`src/ppoc_map.vh`:
```
// port count, defaults and timing counts for the port power and overcurrent block
`ifndef PPOC_MAP_VH
`define PPOC_MAP_VH
`define PPOC_CLK_HZ 10000000
`define PPOC_MS_CYCLES 14'h2710
`define PPOC_MS_CYC_W 14
`define PPOC_NPORTS 6
`define PPOC_WIDTH_DEF 4'h5
`define PPOC_WIDTH_MAX 4'h5
`define PPOC_WINDOW_DEF 8'h14
`define PPOC_LOCKOUT_DEF 8'h0A
`endif

```
`src/ppoc_port_ctrl.v`:
```
// port power enable and overcurrent sense over shared pins, six ports
//
// Contract
// - After reset, individual mode unless ganged mode is configured.
// - Individual mode: one independent power/sense pin per downstream port.
// - Ganged mode chosen only by SMBus or OTP configuration load.
// - Ganged mode: one shared pin switches and senses all ports.
// - Ganged overcurrent flags every downstream port at once.
// - Power off: drive pin low, pull-up off.
// - Power on: low driver off, pull-up on, pin is open drain.
// - Switch pulls pin low on overcurrent; low on enabled pin means overcurrent.
// - Filter sense input so power-up transients give no false reports.
// - Charging supply indication configurable per port pin, six pins.
// - Power and overcurrent driven by hub logic or embedded processor.
// - Continuous low for 0 to 5 ms (default 5) reports overcurrent.
// - Two low groups within rolling window (default 20 ms) report overcurrent.
// - Ignore sense for lockout period after power on, default 10 ms.
`timescale 1ns/10ps
`default_nettype none
`include "ppoc_map.vh"
module ppoc_port_ctrl (
  input wire clk_sys,
  input wire rst_n,
  input wire cfgLoad,
  input wire cfgGanged,
  input wire [5:0] cfgChargeEn,
  input wire [3:0] cfgMinWidth,
  input wire [7:0] cfgWindowMs,
  input wire [7:0] cfgLockoutMs,
  input wire cpuSelect,
  input wire [5:0] hubPowerEn,
  input wire [5:0] cpuPowerEn,
  input wire [5:0] hubOcAck,
  input wire [5:0] cpuOcAck,
  input wire [5:0] portPowerSensePinsIn,
  output reg [5:0] portPowerSensePinsOut,
  output reg [5:0] portPowerSensePinsOe,
  output reg [5:0] portPullUpEn,
  input wire sharedPowerSensePinIn,
  output reg sharedPowerSensePinOut,
  output reg sharedPowerSensePinOe,
  output reg sharedPullUpEn,
  output reg [5:0] ocFlag,
  output reg [5:0] chargeIndicate,
  output reg gangedMode
);
  reg [13:0] divCnt_q;
  reg msTick_q;
  reg gang_q;
  reg [5:0] chargeCfg_q;
  reg [3:0] minWidth_q;
  reg [7:0] windowMs_q;
  reg [7:0] lockoutMs_q;
  reg [5:0] syncA_q;
  reg [5:0] syncB_q;
  reg gSyncA_q;
  reg gSyncB_q;
  reg [5:0] powerEn;
  reg [5:0] ocAck;
  wire [5:0] ocEvent;
  wire gangOcEvent;
  wire gangPower;
  // 1 ms enable pulse from the system clock
  always @(posedge clk_sys or negedge rst_n) begin
    if (!rst_n) begin
      divCnt_q <= 14'h0000;
      msTick_q <= 1'b0;
    end else if (divCnt_q == `PPOC_MS_CYCLES - 14'h0001) begin
      divCnt_q <= 14'h0000;
      msTick_q <= 1'b1;
    end else begin
      divCnt_q <= divCnt_q + 14'h0001;
      msTick_q <= 1'b0;
    end
  end
  // configuration taken only on a configuration load strobe
  always @(posedge clk_sys or negedge rst_n) begin
    if (!rst_n) begin
      gang_q <= 1'b0;
      chargeCfg_q <= 6'h00;
      minWidth_q <= `PPOC_WIDTH_DEF;
      windowMs_q <= `PPOC_WINDOW_DEF;
      lockoutMs_q <= `PPOC_LOCKOUT_DEF;
    end else if (cfgLoad) begin
      gang_q <= cfgGanged;
      chargeCfg_q <= cfgChargeEn;
      minWidth_q <= cfgMinWidth;
      windowMs_q <= cfgWindowMs;
      lockoutMs_q <= cfgLockoutMs;
    end
  end
  // control source: hub logic or embedded processor
  always @* begin
    powerEn = cpuSelect ? cpuPowerEn : hubPowerEn;
    ocAck = cpuSelect ? cpuOcAck : hubOcAck;
  end
  assign gangPower = |powerEn;
  // two-stage synchronisers for every sense pin
  always @(posedge clk_sys or negedge rst_n) begin
    if (!rst_n) begin
      syncA_q <= 6'h3F;
      syncB_q <= 6'h3F;
      gSyncA_q <= 1'b1;
      gSyncB_q <= 1'b1;
    end else begin
      syncA_q <= portPowerSensePinsIn;
      syncB_q <= syncA_q;
      gSyncA_q <= sharedPowerSensePinIn;
      gSyncB_q <= gSyncA_q;
    end
  end
  // one filter per port, fed only in individual mode
  genvar i;
  generate
    for (i = 0; i < `PPOC_NPORTS; i = i + 1) begin : gPort
      ppoc_sense_filter uFilt (
        .clk_sys(clk_sys),
        .rst_n(rst_n),
        .msTick(msTick_q),
        .powerOn(powerEn[i] && !gang_q),
        .senseLow(!syncB_q[i]),
        .minWidth(minWidth_q),
        .windowMs(windowMs_q),
        .lockoutMs(lockoutMs_q),
        .ocEvent(ocEvent[i])
      );
    end
  endgenerate
  // filter for the shared pin in ganged mode
  ppoc_sense_filter uGangFilt (
    .clk_sys(clk_sys),
    .rst_n(rst_n),
    .msTick(msTick_q),
    .powerOn(gangPower && gang_q),
    .senseLow(!gSyncB_q),
    .minWidth(minWidth_q),
    .windowMs(windowMs_q),
    .lockoutMs(lockoutMs_q),
    .ocEvent(gangOcEvent)
  );
  // sticky flags; a new event wins over an acknowledge
  always @(posedge clk_sys or negedge rst_n) begin
    if (!rst_n) begin
      ocFlag <= 6'h00;
    end else if (gang_q) begin
      ocFlag <= (ocFlag & ~ocAck) | {6{gangOcEvent}};
    end else begin
      ocFlag <= (ocFlag & ~ocAck) | ocEvent;
    end
  end
  // pin drive: low while off, released with pull-up while on
  always @(posedge clk_sys or negedge rst_n) begin
    if (!rst_n) begin
      portPowerSensePinsOut <= 6'h00;
      portPowerSensePinsOe <= 6'h3F;
      portPullUpEn <= 6'h00;
      sharedPowerSensePinOut <= 1'b0;
      sharedPowerSensePinOe <= 1'b1;
      sharedPullUpEn <= 1'b0;
      chargeIndicate <= 6'h00;
      gangedMode <= 1'b0;
    end else begin
      portPowerSensePinsOut <= 6'h00;
      if (gang_q) begin
        portPowerSensePinsOe <= 6'h3F;
        portPullUpEn <= 6'h00;
      end else begin
        portPowerSensePinsOe <= ~powerEn;
        portPullUpEn <= powerEn;
      end
      sharedPowerSensePinOut <= 1'b0;
      sharedPowerSensePinOe <= !(gang_q && gangPower);
      sharedPullUpEn <= gang_q && gangPower;
      chargeIndicate <= chargeCfg_q & powerEn;
      gangedMode <= gang_q;
    end
  end
endmodule // ppoc_port_ctrl
`default_nettype wire

```
`src/ppoc_sense_filter.v`:
```
// one port's overcurrent sense filter: lockout, single and double low pulse
`timescale 1ns/10ps
`default_nettype none
`include "ppoc_map.vh"
module ppoc_sense_filter (
  input wire clk_sys,
  input wire rst_n,
  input wire msTick,
  input wire powerOn,
  input wire senseLow,
  input wire [3:0] minWidth,
  input wire [7:0] windowMs,
  input wire [7:0] lockoutMs,
  output reg ocEvent
);
  localparam ST_OFF = 2'h0;
  localparam ST_LOCK = 2'h1;
  localparam ST_RUN = 2'h2;
  reg [1:0] state_q;
  reg [7:0] msCnt_q;
  reg [3:0] lowMs_q;
  reg [7:0] winMs_q;
  reg winActive_q;
  reg prevLow_q;
  reg [3:0] widthEff;
  wire groupStart;
  // width setting above five is clamped to five
  always @* begin
    widthEff = (minWidth > `PPOC_WIDTH_MAX) ? `PPOC_WIDTH_MAX : minWidth;
  end
  assign groupStart = senseLow && !prevLow_q;
  // lockout, then continuous-low and two-group window checks
  always @(posedge clk_sys or negedge rst_n) begin
    if (!rst_n) begin
      state_q <= ST_OFF;
      msCnt_q <= 8'h00;
      lowMs_q <= 4'h0;
      winMs_q <= 8'h00;
      winActive_q <= 1'b0;
      prevLow_q <= 1'b0;
      ocEvent <= 1'b0;
    end else begin
      ocEvent <= 1'b0;
      case (state_q)
        ST_OFF: begin
          prevLow_q <= 1'b0;
          winActive_q <= 1'b0;
          lowMs_q <= 4'h0;
          msCnt_q <= 8'h00;
          if (powerOn) begin
            state_q <= ST_LOCK;
          end
        end
        ST_LOCK: begin
          // sense ignored right after power on
          if (!powerOn) begin
            state_q <= ST_OFF;
          end else if (msTick) begin
            msCnt_q <= msCnt_q + 8'h01;
            if (msCnt_q + 8'h01 >= lockoutMs) begin
              state_q <= ST_RUN;
            end
          end
        end
        ST_RUN: begin
          prevLow_q <= senseLow;
          if (!powerOn) begin
            state_q <= ST_OFF;
          end else begin
            // single continuous low pulse
            if (!senseLow) begin
              lowMs_q <= 4'h0;
            end else if (lowMs_q >= widthEff) begin
              ocEvent <= 1'b1;
            end else if (msTick) begin
              lowMs_q <= lowMs_q + 4'h1;
            end
            // two low groups within the rolling window
            if (groupStart) begin
              if (winActive_q) begin
                ocEvent <= 1'b1;
                winActive_q <= 1'b0;
              end else begin
                winActive_q <= 1'b1;
                winMs_q <= 8'h00;
              end
            end else if (winActive_q && msTick) begin
              winMs_q <= winMs_q + 8'h01;
              if (winMs_q + 8'h01 >= windowMs) begin
                winActive_q <= 1'b0;
              end
            end
          end
        end
        default: begin
          state_q <= ST_OFF;
        end
      endcase
    end
  end
endmodule // ppoc_sense_filter
`default_nettype wire
```
`config.mk`:
```
export PLATFORM = sky130hd
export DESIGN_NAME = ppoc_port_ctrl
export DESIGN_NICKNAME = d
export VERILOG_FILES = /design/src/ppoc_port_ctrl.v /design/src/ppoc_sense_filter.v
export VERILOG_INCLUDE_DIRS = /design/src
export SDC_FILE = /design/constraint.sdc
export NUM_CORES = 1
export LEC_CHECK = 0
export BUFFER_PORTS_ARGS = -buffer_cell sky130_fd_sc_hd__clkbuf_2
export CAP_MARGIN = 20
export CORE_ASPECT_RATIO = 0.8
export CORE_MARGIN = 8
export CORE_UTILIZATION = 25
export DETAILED_ROUTE_END_ITERATION = 10
export GPL_TIMING_DRIVEN = 0
export PLACE_DENSITY = 0.43
export SYNTH_ARGS = -nofsm -noshare
export SYNTH_HDL_FRONTEND = slang
export SYNTH_HIERARCHICAL = 1
export SYNTH_SLANG_ARGS = --single-unit
```
`constraint.sdc`:
```
create_clock -name clk_sys -period 2.6 [get_ports clk_sys]
set_clock_uncertainty 0.05 [all_clocks]
set_input_delay 0.26 -clock clk_sys [delete_from_list [all_inputs] [get_ports clk_sys]]
set_output_delay 0.26 -clock clk_sys [all_outputs]
set_load 0.03 [all_outputs]
```
Word-level counts from Yosys, hierarchy flattened
Cells that the tools add are included.
{"block": "classes", "mux": 218, "reduce_logical": 101, "n_eq_ne": 99, "magnitude_cmp": 22, "bitwise": 6, "n_addsub": 22}
{"operator": "$mux 8", "n": 35}
{"operator": "$mux 4", "n": 29}
{"operator": "$add 8x1->8 const B", "n": 14}
{"operator": "$ge 8x8->1", "n": 14}
{"operator": "$pmux 8 s2", "n": 7}
{"operator": "$reduce_and 4->1", "n": 28}
{"operator": "$ne 3x3->1 const B", "n": 28}
{"operator": "$mux 1", "n": 78}
{"operator": "$mux 2", "n": 35}
{"operator": "$pmux 4 s2", "n": 7}
{"operator": "$ne 2x1->1 const B", "n": 21}
{"operator": "$ne 2x2->1 const B", "n": 21}
{"operator": "$ne 3x1->1 const B", "n": 14}
{"operator": "$pmux 2 s3", "n": 7}
{"operator": "$reduce_bool 2->1", "n": 21}
{"operator": "$mux 6", "n": 5}
{"operator": "$add 4x1->4 const B", "n": 7}
{"operator": "$ge 4x4->1", "n": 7}
{"operator": "$pmux 1 s2", "n": 14}
{"operator": "$logic_and 1x1->1", "n": 21}
{"operator": "$reduce_and 3->1", "n": 7}
{"operator": "$logic_not 1->1", "n": 16}
{"operator": "$add 14x1->14 const B", "n": 1}
{"operator": "$eq 14x14->1 const B", "n": 1}
{"operator": "9 further kinds", "n": 30}
{"block": "totals", "out_inout_bits": 34, "ff_bits": 258, "input_bits": 62, "word_cells": 535}

Depth between registers and ports, before layout
{"block": "logic_depth", "word_depth": 9, "mapped_depth": 10, "depth_no_buf": 9}

Hierarchy
The synthesis kept the hierarchy.
{"module": "ppoc_sense_filter at gPort[1].uFilt ...", "area_per_inst_um2": 1818.0, "seq_area_each_um2": 625.6, "instances": 3, "cells_each": 193}
{"module": "ppoc_sense_filter at gPort[5].uFilt ...", "area_per_inst_um2": 1928.1, "seq_area_each_um2": 625.6, "instances": 2, "cells_each": 207}
{"module": "ppoc_sense_filter at gPort[0].uFilt ...", "area_per_inst_um2": 1863.0, "seq_area_each_um2": 625.6, "instances": 2, "cells_each": 191}
{"module": "ppoc_port_ctrl", "area_per_inst_um2": 3178.0, "seq_area_each_um2": 2110.8, "instances": 1, "cells_each": 227}

Worst setup path after synthesis
Ideal clock, no wire load.
{"block": "synth_path", "path_kind": "input-to-reg", "start": "input port cpuSelect", "end": "register gPort[3].uFilt.state_q[1]", "required_time_ns": 2.428, "stages": 9, "n_path_buf": 3, "setup_slack_ns": 0.384, "arrival_ns": 2.044, "setup_time_ns": 0.122, "path_cell_list": "buf_2 buf_2 mux2i_1 or2_2 inv_1 buf_2 nor4bb_1 o2111ai_1 a32o_1"}
{"block": "synth_via", "elab_chain_len": 4, "elab_cells_between_ends": 9, "cone_classes": "eq/ne: 4; mux: 3; reduce/logical: 2"}
{"element": "from (decl)", "line_no": "ppoc_port_ctrl.v:30", "text": "input wire cpuSelect,"}
{"element": "$mux 6 *", "line_no": "ppoc_port_ctrl.v:94", "text": "powerEn = cpuSelect ? cpuPowerEn : hubPowerEn;"}
{"element": "$logic_and 1x1->1 *", "line_no": "ppoc_port_ctrl.v:120", "text": ".powerOn(powerEn[i] && !gang_q),"}
{"element": "$ne 3x3->1 (no source line) (tied with other cells)"}
{"element": "$reduce_and 4->1 (no source line) or $pmux 2 s3 (tied branches)"}
{"element": "to (signal assigned)", "line_no": "ppoc_sense_filter.v:35", "text": "state_q <= ST_OFF;"}
{"element": "to (signal assigned)", "line_no": "ppoc_sense_filter.v:51", "text": "state_q <= ST_LOCK;"}
{"element": "to (signal assigned)", "line_no": "ppoc_sense_filter.v:57", "text": "state_q <= ST_OFF;"}
{"element": "to (decl)", "line_no": "ppoc_sense_filter.v:19", "text": "reg [1:0] state_q;"}
Every way passes the cells marked *; elsewhere a longest branch is shown, timed or not.
A chain may end at the register's enable or synchronous reset.

Worst setup path in the final report
{"block": "layout_path", "start": "register minWidth_q[1]", "end": "register uGangFilt.lowMs_q[2]"}
{"block": "layout_via", "elab_chain_len": 5}
{"element": "from (decl)", "line_no": "ppoc_port_ctrl.v:51", "text": "reg [3:0] minWidth_q;"}
{"element": "from (signal assigned)", "line_no": "ppoc_port_ctrl.v:81", "text": "minWidth_q <= `PPOC_WIDTH_DEF;"}
{"element": "from (signal assigned)", "line_no": "ppoc_port_ctrl.v:87", "text": "minWidth_q <= cfgMinWidth;"}
{"element": "$gt 4x3->1 (no source line)"}
{"element": "$mux 4 *", "line_no": "ppoc_sense_filter.v:29", "text": "widthEff = (minWidth > `PPOC_WIDTH_MAX) ? `PPOC_WIDTH_MAX : minWidth;"}
{"element": "$ge 4x4->1 *", "line_no": "ppoc_sense_filter.v:73", "text": "end else if (lowMs_q >= widthEff) begin"}
{"element": "$ne 3x3->1 (no source line) *"}
{"element": "$reduce_and 4->1 (no source line) *"}
{"element": "to (signal assigned)", "line_no": "ppoc_sense_filter.v:76", "text": "lowMs_q <= lowMs_q + 4'h1;"}
{"element": "to (decl)", "line_no": "ppoc_sense_filter.v:21", "text": "reg [3:0] lowMs_q;"}
Marked as above.

==> impl_metrics.yaml <==
logic_synthesis:
  synth_compound_area_share_pct: 15.9
  synth_warnings: 6
  synth_adder_area_share_pct: 12.6
  yosys.area_share.xor_xnor_pct: 4.97
  synth_edf_count: 0
  synthArstFlopShare_pct: 100
  ys.flop_type: "dfrtp_1"
  synth-seq-cells: 258
  synthCells: 1602
  yosys.area_share.simple_pct: 17.0
  synth_top_family_by_area: "simple AND/OR/NAND/NOR gates"
  synth_seq_area_share_pct: 40.0
  synth_area_sq_mm: 0.0162
  synth_area_per_cell_sq_um: 10.1
  synth_cell_types: 80
  yosys-mux-area-fraction_pct: 4.31
run_status:
  outcome: "complete, no violations"
clocking:
  clock-sinks: 258
  cts_root_buffer: "clkbuf_16"
  tritoncts: "built"
  clock_latency_ns: 0.59
  path_clk_slew_ns: 0.06
  clockBufferDepth: 3
  numCtsBuffers: 31
  h-tree-depth: 1
  post_cts_buffers: 0
die:
  start_util_pct: 25.3
  die_h_microns: 244
  die_area_sq_mm: 0.0733
  ioPinCount: 96
  core-area_sq_mm: 0.0642
  fp.dieW_microns: 301
  rows: 83
worst_setup_path:
  critPathLaunchType: "flip-flop"
  cp_data_arrival_time_ns: 2.94
  critical_path.max_fanout: 15
  end_kind: "flip-flop"
  crit_required_ns: 3.06
  critPathKind: "reg -> reg"
power_and_ir_drop:
  vdd_ir_drop_max_mv: 0.472
  power_mw: 9.79
  p_sw_share_pct: 27.6
  comb_power_share_pct: 11.7
  leakagePower_nw: 9.29
  power.density_mw_per_mm2: 507
  internal-power_mw: 7.09
  power.switching_mw: 2.70
  pwr-share-seq_pct: 44.6
  pwr-share-clk_pct: 43.8
finish:
  layout_common_cells: "224 x dfrtp_1, 163 x ha_1, 144 x inv_1"
  fin_util_pct: 30.1
  final_layout_size_suffix_gt1_share_pct: 16.6
  areaGrowthSynthToFinish_pct: 19.1
  nets: 2003
  final_common_cell: "dfrtp_1"
  n_antenna_cell: 0
  final_cell_area_sq_mm: 0.0193
route:
  first_iter_violations: 716
  routed_wl_mm: 44.1
  firstDrtPassIters: 5
  antenna_left: 0
  remaining_drc_errors: 0
  num_vias: 12437
  detail_route.wl_per_cell_microns: 16.6
  vias_per_cell: 4.69
job:
  cap_violations: 0
worst_hold_path:
  hold_path.class: "in -> reg"
sta:
  min_period_over_period_pct: 95.7
  fin_crit_ns: 2.49
  rsz0062_at_grt: "no"
  setup_violations: 0
  whs_ns: 0.0378
  fmax_ghz: 0.402
  fin_ws_ns: 0.113
  drv_slew: 0
  hold_viol: 0
  max_slew_margin_pct: 41.8
  worst_slew_pin_slew_ns: 0.873
placement:
  place_area_sq_mm: 0.0178
  dp_hpwl_mm: 30.9
  io_buffers: 86
  place_congestion: 0.763
  pre_cts_slack_ns: -0.323
global_routing:
  gr-usage-all-layers_pct: 12.0
  grt_overflow: 0
  grt_pass1_vias: 12520
  antenna_found_initial: 5
  grt_pass1_wl_mm: 71.6
  grt_max_degree: 102
cells by family after synthesis:
group | Yosys count
AO/OA/AOI/OAI | 350
XOR/XNOR | 92
adder cells (fa/ha/maj) | 163
buffers and inverters | 182
flip-flops | 258
multiplexers | 65
other | 8
AND/OR/NAND/NOR | 484
through the flow:
stage               instances  TNS [ns]
finish                   2653         0
detailed placement       2546     -1.65
CTS                      2652         0
floorplan                1608         0
global route             2653         0
global placement         2544  -1179.47
routing by layer:
metal | wire [microns] | up-vias | share of wire (%) | track usage [%]
li1 | - | 6138 | - | -
met1 | 23600 | 6027 | 53 | 18.3
met2 | 17600 | 217 | 40 | 17.3
met3 | 1950 | 55 | 4.4 | 2.11
met4 | 975 | 0 | 2.2 | 2.67
met5 | 0 | - | 0 | 0
final cells by class:
| class | instances | area [sq um] |
|---|---|---|
| Buffer | 38 | 270 |
| Clock buffer | 52 | 915 |
| Clock inverter | 6 | 70.1 |
| Fill cell | 6687 | 44900 |
| Inverter | 144 | 541 |
| Multi-Input combinational cell | 1168 | 8960 |
| Sequential cell | 258 | 6500 |
| Tap cell | 850 | 1060 |
| Timing Repair Buffer | 137 | 990 |
state kept, by name, indices dropped and copies added, names as in the netlist, 8 cells and up:
name,cells
lockoutMs_q,8
gPort.uFilt/msCnt_q,48
gPort.uFilt/winMs_q,48
gPort.uFilt/state_q,12
uGangFilt/winMs_q,8
divCnt_q,14
windowMs_q,8
uGangFilt/msCnt_q,8
gPort.uFilt/lowMs_q,24
cells in the mapped netlist, drive strengths merged (13+ instances only):
cell    instances  area share [%]
nor2b          22            0.94
buf            34             1.6
nand2         122             2.9
nor2           62             1.5
ha            163              13
dfstp          27             4.4
o21ai          71             2.2
inv           144             3.3
a22o           76             4.2
mux2           33             2.3
a21oi          54             1.7
a21o           24             1.2
nor3b          13            0.69
and4           16            0.86
nand4          23            0.89
nand3          80             2.5
nand2b         51             2.1
xnor2          56             3.0
dfrtp         231              36
nand3b         15            0.69
mux2i          32             2.0
o31ai          17            0.79
xor2           36             1.9
a211o          13            0.70
power by group through the flow:
stage / Clock, mW / Combinational [mW] / Sequential [mW]
floorplan: 0 / 0.659 / 4.35
global route: 4.63 / 1.31 / 4.39
finish: 4.29 / 1.14 / 4.36
global placement: 0 / 1.06 / 4.45
CTS: 4.50 / 1.16 / 4.38
detailed placement: 0 / 1.09 / 4.45
path summary, 6_finish.rpt:
kind | from | to | slack, ns | depth (start not counted)
worst max-delay path | minWidth_q[1]$_DFFE_PN0P_ | uGangFilt/lowMs_q[2]$_DFFE_PN0P_ | 0.11 | 6
worst max register to register | minWidth_q[1]$_DFFE_PN0P_ | uGangFilt/lowMs_q[2]$_DFFE_PN0P_ | 0.11 | 6
max in group asynchronous | rst_n | gPort[2].uFilt/msCnt_q[0]$_DFFE_PN0P_ | 1.31 | 3
worst min-delay path | cpuSelect | chargeIndicate[2]$_DFF_PN0_ | 0.04 | 3
worst min register to register | syncA_q[2]$_DFF_PN1_ | syncB_q[2]$_DFF_PN1_ | 0.30 | 0
min in group asynchronous | rst_n | divCnt_q[7]$_DFF_PN0_ | 0.18 | 2
critical path, cell delays in order (launching register included):
cell and delay, ns:
dfrtp_2 0.57, a211o_1 0.36, ha_1 0.26, nand2b_1 0.15, a2111o_1 0.46, a211oi_1 0.31
mux2i_1 0.23
timing repair:
item,in CTS,in global routing
endpoints found under the setup margin,17,23
endpoints found under the hold margin,98,0
gates resized for setup,5,8
gates cloned,0,0
hold buffers,48,0
Power figures use the tool's default switching activity.
